[config.mk]
export PLATFORM = sky130hd
export DESIGN_NAME = ccs_status_irq
export DESIGN_NICKNAME = d
export VERILOG_FILES = /design/src/logic/ccs_pkg.sv /design/src/logic/ccs_sync.sv /design/src/logic/ccs_status_irq.sv
export SDC_FILE = /design/constraint.sdc
export NUM_CORES = 1
export LEC_CHECK = 0
export ABC_AREA = 1
export BUFFER_PORTS_ARGS = -buffer_cell sky130_fd_sc_hd__buf_2
export CAP_MARGIN = 40
export CORE_MARGIN = 8
export CORE_UTILIZATION = 50
export DETAILED_ROUTE_END_ITERATION = 16
export GPL_ROUTABILITY_DRIVEN = 0
export HOLD_SLACK_MARGIN = 0.03
export PLACE_DENSITY = 0.78
export SETUP_SLACK_MARGIN = 0.15
export SYNTH_ARGS = -nofsm -noshare
export SYNTH_HDL_FRONTEND = slang
export SYNTH_SLANG_ARGS = --single-unit
[constraint.sdc]
create_clock -name mclk -period 2.63 [get_ports mclk]
set_input_delay 0.526 -clock mclk [delete_from_list [all_inputs] [get_ports mclk]]
set_output_delay 0.526 -clock mclk [all_outputs]
set_load 0.03 [all_outputs]
[src/logic/ccs_pkg.sv]
// package: constants, register map and types of the card status and interrupt block
// ****************************************************************
// ****************************************************************
package ccs_pkg;

  // ****************************************************************
  // register offsets (byte addresses)
  // ****************************************************************
  localparam logic [7:0] OFS_PRIMARY_STATUS = 8'h00;
  localparam logic [7:0] OFS_SECONDARY_STAT = 8'h04;
  localparam logic [7:0] OFS_IRQ_MASK       = 8'h08;
  localparam logic [7:0] OFS_BLOCK_LENGTH   = 8'h0C;
  localparam logic [7:0] OFS_BLOCK_COUNT    = 8'h10;
  localparam logic [7:0] OFS_BLOCKS_REMAIN  = 8'h14;
  localparam logic [7:0] OFS_FIFO_CONTROL   = 8'h18;
  localparam logic [7:0] OFS_TX_DATA        = 8'h1C;
  localparam logic [7:0] OFS_RX_DATA        = 8'h20;
  localparam logic [7:0] OFS_XFER_CONTROL   = 8'h24;

  // ****************************************************************
  // field positions
  // ****************************************************************
  localparam int FLD_FIFO_LEVEL_SEL = 0;
  localparam int FLD_FIFO_DIR_WRITE = 1;
  localparam int FLD_XFER_START     = 0;
  localparam int FLD_TX_SHIFT_EMPTY = 0;
  localparam int FLD_RX_SHIFT_FULL  = 1;
  localparam int FLD_CLOCK_STOPPED  = 2;
  localparam int FLD_XFER_ACTIVE    = 3;
  localparam int FLD_CARD_BUSY      = 4;

  // ****************************************************************
  // widths and reset values
  // ****************************************************************
  localparam int NUM_FLAGS = 13;
  localparam int BLEN_W    = 12;
  localparam int NBLK_W    = 16;
  localparam int LVL_W     = 8;
  localparam logic [NUM_FLAGS-1:0] RST_IRQ_MASK   = 13'h0000;
  localparam logic [BLEN_W-1:0]    RST_BLOCK_LEN  = 12'h200;
  localparam logic [NBLK_W-1:0]    RST_BLOCK_CNT  = 16'h0000;
  localparam logic [1:0]           RST_FIFO_CTRL  = 2'h0;

  // threshold bytes per fifo level select value
  localparam logic [LVL_W-1:0] THRESH_SMALL = 8'h20;
  localparam logic [LVL_W-1:0] THRESH_LARGE = 8'h40;

  // ****************************************************************
  // timing: card clock counts as stopped after this much quiet
  // ****************************************************************
  localparam int CLK_PERIOD_PS   = 5000;
  localparam int CLK_STOP_NS     = 160;
  localparam int CLK_STOP_CYCLES = (CLK_STOP_NS * 1000 + CLK_PERIOD_PS - 1) / CLK_PERIOD_PS;

  // ****************************************************************
  // types
  // ****************************************************************
  typedef struct packed {
    logic transfer_done;
    logic dat3_edge;
    logic rx_ready;
    logic tx_ready;
    logic rsvd8;
    logic response_crc_error;
    logic read_crc_error;
    logic write_crc_error;
    logic response_timeout;
    logic read_data_timeout;
    logic response_done;
    logic busy_done;
    logic data_done;
  } ccs_flags_s;

  // one-cycle strobes from the command and data engines
  typedef struct packed {
    logic cmd_sent;
    logic resp_expected;
    logic resp_received;
    logic resp_crc_err;
    logic resp_timeout;
    logic rd_timeout;
    logic rd_crc_err;
    logic wr_crc_err;
    logic rd_byte_recv;
    logic rd_block_crc_ok;
    logic tx_byte_load;
    logic wr_block_finished;
  } ccs_evt_s;

  typedef enum logic [1:0] {
    XS_IDLE,
    XS_MOVE,
    XS_FINISH
  } ccs_xfer_e;

endpackage : ccs_pkg

[src/logic/ccs_sync.sv]
// two flip-flop synchroniser for a level from outside the clock domain
`timescale 1ns/100ps
`default_nettype none
module ccs_sync
  import ccs_pkg::*;
(
  input  wire logic mclk,
  input  wire logic rst_b,
  input  wire logic din,
  output logic      dout
);

  logic meta_r;
  logic sync_r;
  logic meta_nxt;
  logic sync_nxt;

  always_comb
  begin
    meta_nxt = din;
    sync_nxt = meta_r;
  end

  always_ff @(posedge mclk or negedge rst_b)
  begin
    if (!rst_b)
    begin
      meta_r <= 1'b0;
      sync_r <= 1'b0;
    end
    else
    begin
      meta_r <= meta_nxt;
      sync_r <= sync_nxt;
    end
  end

  assign dout = sync_r;

endmodule : ccs_sync
`default_nettype wire

[src/logic/ccs_status_irq.sv]
// status flags, interrupt and dma event logic of the card controller
//
// The Wishbone interface to the registers and the placing of the registers were chosen for this implementation.
`timescale 1ns/100ps
`default_nettype none
module ccs_status_irq
  import ccs_pkg::*;
(
  input  wire logic              mclk,
  input  wire logic              rst_b,
  input  wire logic              wb_cyc_i,
  input  wire logic              wb_stb_i,
  input  wire logic              wb_we_i,
  input  wire logic [7:0]        wb_adr_i,
  input  wire logic [3:0]        wb_sel_i,
  input  wire logic [31:0]       wb_dat_i,
  output logic      [31:0]       wb_dat_o,
  output logic                   wb_ack_o,
  input  wire ccs_evt_s          evt,
  input  wire logic              busy_expected,
  input  wire logic              card_busy,
  input  wire logic              tx_shift_empty,
  input  wire logic              rx_shift_full,
  input  wire logic [LVL_W-1:0]  fifo_level,
  input  wire logic [31:0]       rx_fifo_data,
  input  wire logic              card_clock_pin,
  input  wire logic              card_data3_pin,
  output logic                   irq,
  output logic                   dma_rx_req,
  output logic                   dma_tx_req,
  output logic                   tx_fifo_push,
  output logic      [31:0]       tx_fifo_data,
  output logic                   rx_fifo_pop,
  output logic                   xfer_dir_write
);

  // ****************************************************************
  // pin synchronisers
  // ****************************************************************
  logic clk_pin_s;
  logic dat3_pin_s;

  ccs_sync u_sync_clk (
    .mclk  (mclk),
    .rst_b (rst_b),
    .din   (card_clock_pin),
    .dout  (clk_pin_s)
  );

  ccs_sync u_sync_dat3 (
    .mclk  (mclk),
    .rst_b (rst_b),
    .din   (card_data3_pin),
    .dout  (dat3_pin_s)
  );

  // ****************************************************************
  // bus decode
  // ****************************************************************
  logic        ack_r;
  logic        ack_nxt;
  logic [31:0] rdat_r;
  logic [31:0] rdat_nxt;
  logic        take;
  logic        wr_take;
  logic        rd_take;
  logic [31:0] bmask;

  assign take    = wb_cyc_i & wb_stb_i & ~ack_r;
  assign wr_take = take & wb_we_i;
  assign rd_take = take & ~wb_we_i;
  assign bmask   = {{8{wb_sel_i[3]}}, {8{wb_sel_i[2]}}, {8{wb_sel_i[1]}}, {8{wb_sel_i[0]}}};

  function automatic logic [31:0] merge(input logic [31:0] old, input logic [31:0] m,
                                        input logic [31:0] d);
    merge = (old & ~m) | (d & m);
  endfunction : merge

  // ****************************************************************
  // configuration registers
  // ****************************************************************
  logic [NUM_FLAGS-1:0] mask_r;
  logic [NUM_FLAGS-1:0] mask_nxt;
  logic [BLEN_W-1:0]    blen_r;
  logic [BLEN_W-1:0]    blen_nxt;
  logic [NBLK_W-1:0]    nblk_r;
  logic [NBLK_W-1:0]    nblk_nxt;
  logic [1:0]           fctl_r;
  logic [1:0]           fctl_nxt;
  logic [31:0]          m_mask;
  logic [31:0]          m_blen;
  logic [31:0]          m_nblk;
  logic [31:0]          m_fctl;
  logic                 start;

  always_comb
  begin
    m_mask   = merge({{(32-NUM_FLAGS){1'b0}}, mask_r}, bmask, wb_dat_i);
    m_blen   = merge({{(32-BLEN_W){1'b0}}, blen_r}, bmask, wb_dat_i);
    m_nblk   = merge({{(32-NBLK_W){1'b0}}, nblk_r}, bmask, wb_dat_i);
    m_fctl   = merge({30'h0, fctl_r}, bmask, wb_dat_i);
    mask_nxt = mask_r;
    blen_nxt = blen_r;
    nblk_nxt = nblk_r;
    fctl_nxt = fctl_r;
    start    = 1'b0;
    if (wr_take)
    begin
      case (wb_adr_i)
        OFS_IRQ_MASK:     mask_nxt = m_mask[NUM_FLAGS-1:0];
        OFS_BLOCK_LENGTH: blen_nxt = m_blen[BLEN_W-1:0];
        OFS_BLOCK_COUNT:  nblk_nxt = m_nblk[NBLK_W-1:0];
        OFS_FIFO_CONTROL: fctl_nxt = m_fctl[1:0];
        OFS_XFER_CONTROL: start    = wb_sel_i[0] & wb_dat_i[FLD_XFER_START];
        default:          start    = 1'b0;
      endcase
    end
  end

  always_ff @(posedge mclk or negedge rst_b)
  begin
    if (!rst_b)
    begin
      mask_r <= RST_IRQ_MASK;
      blen_r <= RST_BLOCK_LEN;
      nblk_r <= RST_BLOCK_CNT;
      fctl_r <= RST_FIFO_CTRL;
    end
    else
    begin
      mask_r <= mask_nxt;
      blen_r <= blen_nxt;
      nblk_r <= nblk_nxt;
      fctl_r <= fctl_nxt;
    end
  end

  assign xfer_dir_write = fctl_r[FLD_FIFO_DIR_WRITE];

  // ****************************************************************
  // transfer tracking: byte and block counting
  // ****************************************************************
  ccs_xfer_e         xs_r;
  ccs_xfer_e         xs_nxt;
  logic [BLEN_W-1:0] bcnt_r;
  logic [BLEN_W-1:0] bcnt_nxt;
  logic [NBLK_W-1:0] remain_r;
  logic [NBLK_W-1:0] remain_nxt;
  logic              byte_evt;
  logic              block_end;
  logic              xfer_done_evt;
  logic              data_done_evt;

  assign byte_evt = xfer_dir_write ? evt.tx_byte_load : evt.rd_byte_recv;

  always_comb
  begin
    xs_nxt        = xs_r;
    bcnt_nxt      = bcnt_r;
    remain_nxt    = remain_r;
    xfer_done_evt = 1'b0;
    data_done_evt = 1'b0;
    block_end     = (bcnt_r == blen_r - 1'b1);
    case (xs_r)
      XS_IDLE:
      begin
        if (start)
        begin
          xs_nxt     = XS_MOVE;
          bcnt_nxt   = '0;
          remain_nxt = nblk_r;
        end
      end
      XS_MOVE:
      begin
        if (byte_evt)
        begin
          bcnt_nxt = block_end ? '0 : bcnt_r + 1'b1;
          if (block_end && remain_r != '0)
          begin
            remain_nxt = remain_r - 1'b1;
            if (remain_r == 16'h0001)
            begin
              xfer_done_evt = 1'b1;
              xs_nxt        = XS_FINISH;
            end
          end
        end
      end
      XS_FINISH:
      begin
        // done only after crc and card programming end
        if (xfer_dir_write ? evt.wr_block_finished : evt.rd_block_crc_ok)
        begin
          data_done_evt = 1'b1;
          xs_nxt        = XS_IDLE;
        end
      end
      default:
      begin
        xs_nxt = XS_IDLE;
      end
    endcase
  end

  always_ff @(posedge mclk or negedge rst_b)
  begin
    if (!rst_b)
    begin
      xs_r     <= XS_IDLE;
      bcnt_r   <= '0;
      remain_r <= '0;
    end
    else
    begin
      xs_r     <= xs_nxt;
      bcnt_r   <= bcnt_nxt;
      remain_r <= remain_nxt;
    end
  end

  // ****************************************************************
  // fifo thresholds, dma events, pin edges, clock stop, busy wait
  // ****************************************************************
  logic [LVL_W-1:0] thresh;
  logic             rx_above;
  logic             tx_below;
  logic             rx_above_r;
  logic             tx_below_r;
  logic             rx_chunk;
  logic             tx_chunk;
  logic             dat3_d_r;
  logic             clk_d_r;
  logic [7:0]       quiet_r;
  logic [7:0]       quiet_nxt;
  logic             busy_pend_r;
  logic             busy_pend_nxt;
  logic             busy_done_evt;
  logic             moving;

  assign thresh   = fctl_r[FLD_FIFO_LEVEL_SEL] ? THRESH_LARGE : THRESH_SMALL;
  assign moving   = (xs_r == XS_MOVE);
  assign rx_above = moving & ~xfer_dir_write & (fifo_level > thresh);
  assign tx_below = moving & xfer_dir_write & (fifo_level < thresh);
  assign rx_chunk = rx_above & ~rx_above_r;
  assign tx_chunk = tx_below & ~tx_below_r;

  always_comb
  begin
    quiet_nxt = quiet_r;
    if (clk_pin_s != clk_d_r)
    begin
      quiet_nxt = '0;
    end
    else if (quiet_r < 8'(CLK_STOP_CYCLES))
    begin
      quiet_nxt = quiet_r + 8'h01;
    end
    busy_pend_nxt = busy_pend_r;
    busy_done_evt = 1'b0;
    if (!busy_expected)
    begin
      busy_pend_nxt = 1'b1;
    end
    else if (busy_pend_r && !card_busy)
    begin
      busy_done_evt = 1'b1;
      busy_pend_nxt = 1'b0;
    end
  end

  always_ff @(posedge mclk or negedge rst_b)
  begin
    if (!rst_b)
    begin
      rx_above_r  <= 1'b0;
      tx_below_r  <= 1'b0;
      dat3_d_r    <= 1'b0;
      clk_d_r     <= 1'b0;
      quiet_r     <= '0;
      busy_pend_r <= 1'b1;
      dma_rx_req  <= 1'b0;
      dma_tx_req  <= 1'b0;
    end
    else
    begin
      rx_above_r  <= rx_above;
      tx_below_r  <= tx_below;
      dat3_d_r    <= dat3_pin_s;
      clk_d_r     <= clk_pin_s;
      quiet_r     <= quiet_nxt;
      busy_pend_r <= busy_pend_nxt;
      dma_rx_req  <= rx_chunk;
      dma_tx_req  <= tx_chunk;
    end
  end

  // ****************************************************************
  // primary status flags, read clear, interrupt
  // ****************************************************************
  ccs_flags_s flags_r;
  ccs_flags_s flags_nxt;
  ccs_flags_s set_v;
  logic       st_read;
  logic       rx_read;
  logic       tx_write;

  assign st_read  = rd_take & (wb_adr_i == OFS_PRIMARY_STATUS);
  assign rx_read  = rd_take & (wb_adr_i == OFS_RX_DATA);
  assign tx_write = wr_take & (wb_adr_i == OFS_TX_DATA);

  always_comb
  begin
    set_v                    = '0;
    set_v.data_done          = data_done_evt;
    set_v.transfer_done      = xfer_done_evt;
    set_v.busy_done          = busy_done_evt;
    set_v.response_done      = (evt.resp_received & ~evt.resp_crc_err)
                             | (evt.cmd_sent & ~evt.resp_expected);
    set_v.response_crc_error = evt.resp_crc_err;
    set_v.read_crc_error     = evt.rd_crc_err;
    set_v.write_crc_error    = evt.wr_crc_err;
    set_v.response_timeout   = evt.resp_timeout;
    set_v.read_data_timeout  = evt.rd_timeout;
    set_v.dat3_edge          = dat3_pin_s ^ dat3_d_r;
    set_v.rx_ready           = rx_chunk;
    set_v.tx_ready           = tx_chunk;
    flags_nxt                = flags_r;
    if (st_read)
    begin
      flags_nxt = '0;
    end
    if (rx_read)
    begin
      flags_nxt.rx_ready = 1'b0;
    end
    if (tx_write)
    begin
      flags_nxt.tx_ready = 1'b0;
    end
    flags_nxt = flags_nxt | set_v;
  end

  always_ff @(posedge mclk or negedge rst_b)
  begin
    if (!rst_b)
    begin
      flags_r <= '0;
      irq     <= 1'b0;
    end
    else
    begin
      flags_r <= flags_nxt;
      irq     <= |(flags_nxt & mask_r);
    end
  end

  // ****************************************************************
  // read mux and data register strobes
  // ****************************************************************
  logic [31:0] sec_stat;

  always_comb
  begin
    sec_stat                     = '0;
    sec_stat[FLD_TX_SHIFT_EMPTY] = tx_shift_empty;
    sec_stat[FLD_RX_SHIFT_FULL]  = rx_shift_full;
    sec_stat[FLD_CLOCK_STOPPED]  = (quiet_r == 8'(CLK_STOP_CYCLES));
    sec_stat[FLD_XFER_ACTIVE]    = (xs_r != XS_IDLE);
    sec_stat[FLD_CARD_BUSY]      = card_busy;
    ack_nxt  = take;
    rdat_nxt = '0;
    if (rd_take)
    begin
      case (wb_adr_i)
        OFS_PRIMARY_STATUS: rdat_nxt = {{(32-NUM_FLAGS){1'b0}}, flags_r};
        OFS_SECONDARY_STAT: rdat_nxt = sec_stat;
        OFS_IRQ_MASK:       rdat_nxt = {{(32-NUM_FLAGS){1'b0}}, mask_r};
        OFS_BLOCK_LENGTH:   rdat_nxt = {{(32-BLEN_W){1'b0}}, blen_r};
        OFS_BLOCK_COUNT:    rdat_nxt = {{(32-NBLK_W){1'b0}}, nblk_r};
        OFS_BLOCKS_REMAIN:  rdat_nxt = {{(32-NBLK_W){1'b0}}, remain_r};
        OFS_FIFO_CONTROL:   rdat_nxt = {30'h0, fctl_r};
        OFS_RX_DATA:        rdat_nxt = rx_fifo_data;
        default:            rdat_nxt = '0;
      endcase
    end
  end

  always_ff @(posedge mclk or negedge rst_b)
  begin
    if (!rst_b)
    begin
      ack_r        <= 1'b0;
      rdat_r       <= '0;
      tx_fifo_push <= 1'b0;
      tx_fifo_data <= '0;
      rx_fifo_pop  <= 1'b0;
    end
    else
    begin
      ack_r        <= ack_nxt;
      rdat_r       <= rdat_nxt;
      tx_fifo_push <= tx_write;
      tx_fifo_data <= tx_write ? wb_dat_i : tx_fifo_data;
      rx_fifo_pop  <= rx_read;
    end
  end

  // free running: no halt input exists, so emulation halts change nothing
  assign wb_ack_o = ack_r;
  assign wb_dat_o = rdat_r;

endmodule : ccs_status_irq
`default_nettype wire

==> results of run 1 <==
routing by layer:
metal	global-route usage [%]	wire length, um	share of wire (%)	up-vias
li1	-	-	-	3745
met1	29.0	9790	39	3669
met2	38.0	11600	46	418
met3	7.25	2610	10	77
met4	10.8	983	3.9	0
met5	0	0	0	-
worst max path at each step:
stage / cells past startpoint / to / startpoint
5_1_grt: 12 / remain_r[13]$_DFFE_PN0P_ / remain_r[1]$_DFFE_PN0P_
4_1_cts: 13 / bcnt_r[11]$_DFFE_PN0P_ / flop
3_5_place_dp: 13 / bcnt_r[7]$_DFFE_PN0P_ / flop
2_1_floorplan: 16 / remain_r[12]$_DFFE_PN0P_ / flop
6_report: 12 / remain_r[13]$_DFFE_PN0P_ / remain_r[0]$_DFFE_PN0P_
3_3_place_gp: 9 / flop / wb_adr_i[7]
report_power, final:
group	leakage [nW]	internal, mW	total [mW]	switching [mW]
clock	0.303	1.31	2.60	1.29
combinational	2.92	0.566	1.88	1.31
sequential	2.32	2.83	3.02	0.188
total	5.54	4.71	7.49	2.79
kinds of logic (layout without fill, tap and decap cells):
group / after synthesis / after routing / share of synthesized area, %
xor+xnor: 17 / 17 / 1.77
fa+ha+maj: 8 / 8 / 1.19
mux: 1 / 1 / 0.119
compound gates: 168 / 168 / 11.3
buf+inv: 175 / 378 / 8.26
flops: 173 / 173 / 51.5
simple gates: 514 / 514 / 25.8
area by class of cell:
| type | count | area [um^2] | area share [%] |
|---|---|---|---|
| clock inverter | 15 | 201 | 1.96 |
| timing repair buffer | 196 | 1060 | 10.4 |
| clock buffer | 17 | 425 | 4.14 |
| inverter | 150 | 569 | 5.54 |
| sequential | 173 | 4330 | 42.1 |
| multi-input combinational | 708 | 3410 | 33.2 |
| tap | 220 | 275 | 2.68 |
cell usage in the layout, fill, tap and decap left out, types with 11 or more instances in the layout:
cell       netlist  final
inv_1          141    140
nand3_1         62     62
buf_4            3     19
buf_2            4    174
o21ai_0         94     94
nand2_1        317    316
a21oi_1         25     25
clkbuf_16        0     17
nor3_1          14     14
xor2_1          11     11
dfrtp_1        171    171
nor2_1          78     78
stage by stage:
| stage | utilization, % | hold WS [ps] | total power [mW] | instances | worst slack (ps) |
|---|---|---|---|---|---|
| finish | 62.2 | 84.4 | 7.49 | 1479 | 232 |
| global route | 62.2 | 147 | 7.85 | 1479 | 104 |
| detailed placement | 58.2 | 341 | 4.80 | 1446 | 217 |
| floorplan | - | 230 | 4.31 | 1056 | 656 |
| global placement | 58.2 | 335 | 4.76 | 1446 | 292 |
| CTS | 62.0 | 117 | 7.39 | 1478 | 192 |
Yosys cell counts, drive strengths merged:
cell type	n	area, um^2
a21o	2	15.0
a21oi	25	125
a221oi	4	35.0
a22o	1	8.76
a22oi	1	7.51
a31o	1	8.76
a31oi	9	56.3
a41oi	3	26.3
and2	1	6.26
and3	2	12.5
buf	10	68.8
clkbuf	15	56.3
clkinv	4	21.3
dfrtp	171	4280
dfstp	2	52.6
ha	8	100
inv	146	548
mux2i	1	10.0
nand2	324	1250
nand3	63	320
nand3b	1	7.51
nand4	8	50.1
nor2	91	389
nor3	15	80.1
nor3b	1	7.51
nor4	5	31.3
o2111ai	3	26.3
o211ai	3	22.5
o21ai	99	499
o21bai	2	15.0
o22ai	10	62.6
o31ai	3	22.5
o41ai	2	17.5
or2	3	18.8
xnor2	6	52.6
xor2	11	96.3
worst register-to-register path: cells and delay by family, from the launching register on:
family                   cells  cell delay [ps]
buffers and inverters        1              120
AND/OR/NAND/NOR             10             1590
adder cells (fa/ha/maj)      1              190
flip-flops                   1              430
what timing repair did:
| action | CTS | global route |
|---|---|---|
| setup endpoints to repair | 0 | 24 |
| gates resized for setup | 0 | 7 |
| setup buffers | 0 | 1 |
==> run_results.csv, run 1 <==
group,metric,value,unit
status,status,"finished, final reports clean",
sta,setup-violations-final,0,
critical_path,crit_path_frequent_cell,"nand2_1",
sta,final_setup_tns,0,ps
floorplan,rows,47,
route,drt_first_pass_iters,5,
yosys,synthesis.nets,1171,
clocking,cts_inserted_buffers,17,
global_route,gr-usage-all-layers,23.7,%
clocking,number_of_hold_repair_buffers_added_at_the_cts_stage,0,
floorplan,die_footprint,21200,um^2
critical_path,critPathMaxFanout,17,
layout,drive_above_1_share,21.0,%
sta,min_period,2400,ps
placed_design,postPlaceCellArea,9610,um^2
critical_path,reg2reg_from,"remain_r[0]$_DFFE_PN0P_",
layout,insertedDiodeCount,0,
critical_path,worstPathArrival,2790,ps
route,wire_per_inst,16.9,um
critical_path,end_kind,"flop",
sta,setup_repair_after_global_routing_missed_its_margin,"no",
critical_path,timing.critical_path.max_delay_family,"simple AND/OR/NAND/NOR gates",
yosys,synth.ff_latch_count,173,
clocking,clock_transition_at_path_regs,80,ps
layout,nets,1361,
layout,filler_cell_count,1359,
floorplan,coreArea,16500,um^2
sta,relSlewSlack,54.7,%
global_route,grt_pass1_wl,40600,um
route,route.final.wire_length,25000,um
global_route,maximum_number_of_pins_on_one_net_before_global_route_repair,68,
clocking,cts_root_buf,"clkbuf_16",
critical_path,crit_buf_inv,1,
worst_hold_path,holdCritPathClass,"in -> async",
critical_path,critPathRequiredTime,3020,ps
clocking,clk_path_buf_depth,2,
yosys,synthesis.area_per_instance,7.96,um^2
global_route,grt_antenna_before_repair,0,
critical_path,worst_r2r_endpoint,"remain_r[13]$_DFFE_PN0P_",
clocking,h-tree-depth,4,
placed_design,dp.final_hpwl,18400,um
route,drc_errors,0,
sta,worst_clock_skew,7.84,ps
sta,share_of_the_clock_period_used_by_the_worst_path_after_layout,91.2,%
yosys,ys_seq_area_share,51.5,%
critical_path,timing_worst_setup_path_type,"reg -> reg",
route,drt_iter0_markers,772,
yosys,synthesis.instances,1056,
power,max-vdd-ir-drop,0.629,mV
floorplan,start_util,50.9,%
yosys,synth_area,8410,um^2
critical_path,critPathLaunchType,"flop",
floorplan,fp.dieW,146,um
placed_design,place.port_buffers,175,
floorplan,dieHeight,146,um
critical_path,timing.critical_path.slowest_stage_cell,"dfrtp_1",
yosys,post_synth_num_cell_types,51,
global_route,first_global_vias,8004,
sta,endpoints_failing_hold,0,
route,detailroute.via_count,7909,
layout,postLayoutCellArea,10300,um^2
critical_path,ff2ff_path_depth,12,
global_route,globalRouteOverflowTotal,0,
sta,worst-slew-pin-transition,680,ps
route,ant_nets,0,
critical_path,cp_slowest_stage_delay,430,ps
power,p_leak,5.54,nW
clocking,numClockSinks,173,
clocking,insertion_delay,450,ps
clocking,clock_tree_from_tritoncts,"built",
route,vias_per_cell,5.35,
floorplan,pin_count,178,
critical_path,timing.critical_path.cells,"inv_1 > ha_1 > nand2_1 > nor2_1 > nand2_1 > nor2_4 > nand4_1 > nand2_2 > nand2_8 > nand2_8 > nand2_1 > nand2_1",
sta,report.final.slew_viol_count,0,
critical_path,rrSetupSlack,230,ps
power,power_density,729,nW/um^2
sta,fmax,417,MHz
layout,synthToLayoutAreaGrowth,22.3,%
job,drv.max_cap_violation_count,0,
yosys,synth_warnings,0,
(Power assumes the default switching activity.)
==> run 2: changes to the inputs <==
GPL_ROUTABILITY_DRIVEN = default   (was 0)
PLACE_DENSITY = default   (was 0.78)
PLACE_DENSITY_LB_ADDON = 0.2   (was default)
SYNTH_HIERARCHICAL = 1   (was default)
==> run_results.csv, run 2 <==
group,metric,value,unit
status,status,"finished, final reports clean",
global_route,first_global_vias,7422,
floorplan,start_util,50.8,%
sta,report.final.slew_viol_count,0,
global_route,gr-usage-all-layers,23.1,%
critical_path,ff2ff_path_depth,13,
floorplan,fp.dieW,146,um
layout,layout.cells.most_common,"nand2_1",
clocking,cts_post_setup_buffers_inserted,0,
route,drc_errors,0,
yosys,yosys.cell_count.top_type,"nand2_1",
yosys,synth_enable_flop_cells,0,
sta,setup-violations-final,0,
floorplan,coreArea,16500,um^2
route,drt_first_pass_iters,6,
critical_path,critPathMaxFanout,14,
sta,share_of_the_clock_period_used_by_the_worst_path_after_layout,86.6,%
yosys,synth.ff_latch_count,173,
layout,most-common-layout-cells,"299 x nand2_1, 174 x buf_2, 170 x dfrtp_1",
clocking,cts_root_buf,"clkbuf_16",
global_route,globalRouteOverflowTotal,0,
sta,timing.hold.ws,93.1,ps
yosys,synthesis.area_per_instance,8.10,um^2
power,power_density,540,nW/um^2
critical_path,worst_r2r_endpoint,"remain_r[8]$_DFFE_PN0P_",
critical_path,worstPathArrival,2600,ps
sta,fmax,439,MHz
job,drv.max_cap_violation_count,0,
floorplan,pin_count,178,
sta,endpoints_failing_hold,0,
layout,nets,1341,
yosys,post_synth_num_cell_types,47,
route,drt_iter0_markers,776,
yosys,synth_area,8390,um^2
floorplan,dieHeight,146,um
power,p_leak,5.39,nW
clocking,insertion_delay,440,ps
placed_design,dp_slack,181,ps
yosys,synthDominantAreaCellType,"dfrtp_1",
sta,min_period,2280,ps
critical_path,critPathLaunchType,"flop",
clocking,clock_tree_from_tritoncts,"built",
sta,final.setup.worst_slack,351,ps
critical_path,rrSetupSlack,350,ps
sta,relSlewSlack,53.9,%
yosys,synthesis.nets,1151,
yosys,synth_flop_cell,"dfrtp_1",
yosys,most_instantiated_cells_after_synthesis,"300 x nand2_1, 171 x dfrtp_1, 137 x inv_1",
critical_path,timing_worst_setup_path_type,"reg -> reg",
sta,final_setup_tns,0,ps
route,detailroute.via_count,7693,
yosys,ys_seq_area_share,51.6,%
clocking,numClockSinks,173,
clocking,clk_path_buf_depth,2,
global_route,grt_pass1_wl,38800,um
critical_path,critPathRequiredTime,2950,ps
placed_design,place.port_buffers,175,
placed_design,gpl.final_weighted_congestion,0.947,
sta,worst-slew-pin-transition,691,ps
yosys,synthTopCellsByArea,"dfrtp_1 51%, nand2_1 13%, inv_1 6.1%, o21ai_0 5.8%, nor2_1 3.9%",
layout,insertedDiodeCount,0,
critical_path,end_kind,"flop",
yosys,synth-async-reset-ratio,100,%
layout,synthToLayoutAreaGrowth,22.0,%
power,post-layout-total-power,5.53,mW
floorplan,die_footprint,21200,um^2
global_route,maximum_number_of_pins_on_one_net_before_global_route_repair,76,
route,ant_nets,0,
yosys,synthesis.instances,1036,
clocking,cts_inserted_buffers,17,
sta,worst_clock_skew,9.55,ps
clocking,h-tree-depth,4,
yosys,synth_warnings,6,
power,max-vdd-ir-drop,0.429,mV
global_route,grt_antenna_before_repair,1,
route,vias_per_cell,5.27,
sta,setup_repair_after_global_routing_missed_its_margin,"no",
yosys,netlist.area_leader.share,51.0,%
floorplan,rows,47,
clocking,clock_transition_at_path_regs,70,ps
placed_design,dp.final_hpwl,18900,um
layout,drive_above_1_share,22.4,%
route,wire_per_inst,16.8,um
worst_hold_path,holdCritPathClass,"in -> async",
route,route.final.wire_length,24500,um
-- run 2: changes by cell type in the layout (fill, tap and decap cells not counted), sizes merged, moves of 5 or more --
| cell | previous run | this run |
|---|---|---|
| a21oi | 25 | 18 |
| nand2 | 324 | 308 |
| o21ai | 99 | 111 |
| nor2 | 91 | 99 |
| nand3 | 63 | 47 |
| a31oi | 9 | 4 |
| nand3b | 1 | 6 |
-- run 2: stage by stage --
step                      cell area, um^2  cells  utilization (%)
after floorplan                      8390   1036                -
after global placement               9610   1426             58.1
after detailed placement             9610   1426             58.1
after CTS                           10200   1458             61.6
after global routing                10200   1459             62.0
final                               10200   1459             62.0
-- run 2: routing by layer --
| metal | global-route usage, % | vias up | wire length [um] |
|---|---|---|---|
| met5 | 0 | - | 13 |
| met4 | 11.2 | 2 | 985 |
| met3 | 6.62 | 63 | 2290 |
| met2 | 36.0 | 363 | 11100 |
| met1 | 29.1 | 3574 | 10100 |
| li1 | - | 3691 | - |
-- run 2: how the worst max path moves through the flow --
stage | start | end | slack [ps] | cells past startpoint
4_1_cts | flop | remain_r[12]$_DFFE_PN0P_ | 300 | 15
3_3_place_gp | wb_adr_i[7] | bcnt_r[4]$_DFFE_PN0P_ | 210 | 10
2_1_floorplan | flop | remain_r[3]$_DFFE_PN0P_ | 670 | 16
3_5_place_dp | wb_adr_i[7] | bcnt_r[4]$_DFFE_PN0P_ | 180 | 10
6_report | flop | remain_r[8]$_DFFE_PN0P_ | 350 | 13
5_1_grt | flop | remain_r[8]$_DFFE_PN0P_ | 160 | 14
-- run 2: final cells by class --
type	instances	area (um^2)
Clock buffer	17	425
Tap cell	220	275
Timing Repair Buffer	196	1060
Clock inverter	15	146
Sequential cell	173	4330
Inverter	144	541
Fill cell	1517	6280
Multi-Input combinational cell	694	3450
-- run 2: kinds of logic (layout without fill, tap and decap cells) --
family                     count (synthesis)  count (layout)  share of synthesized area (%)
DFF                                      173             173                           51.6
muxes                                      4               4                          0.477
xor gates and xnor gates                  21              21                           2.28
AOI/OAI and AO/OA                        170             170                           12.0
and+or+nand+nor                          490             491                           24.5
adders and majority gates                  8               8                           1.19
buffers and inverters                    170             372                           7.90
-- run 2: what timing repair did --
item                       in CTS  in global routing
hold buffers                    0                  0
setup endpoints to repair       0                 25
gates resized for setup         0                 11
-- run 2: critical path, cell delays in order (launching register included) --
cell	delay [ps]
dfrtp_2	440
inv_2	150
ha_2	220
nand3_2	160
inv_2	110
nand2_2	60
xnor2_2	140
inv_1	70
nor2_2	140
nand4_1	160
nand2_4	200
nand2_8	140
nand2_1	100
o21ai_2	50
-- run 2: where the power goes --
part | internal (mW) | switching, mW
registers | 2.70 | 0.0305
logic | 0.133 | 0.227
clock network | 1.26 | 1.18
total | 4.10 | 1.44
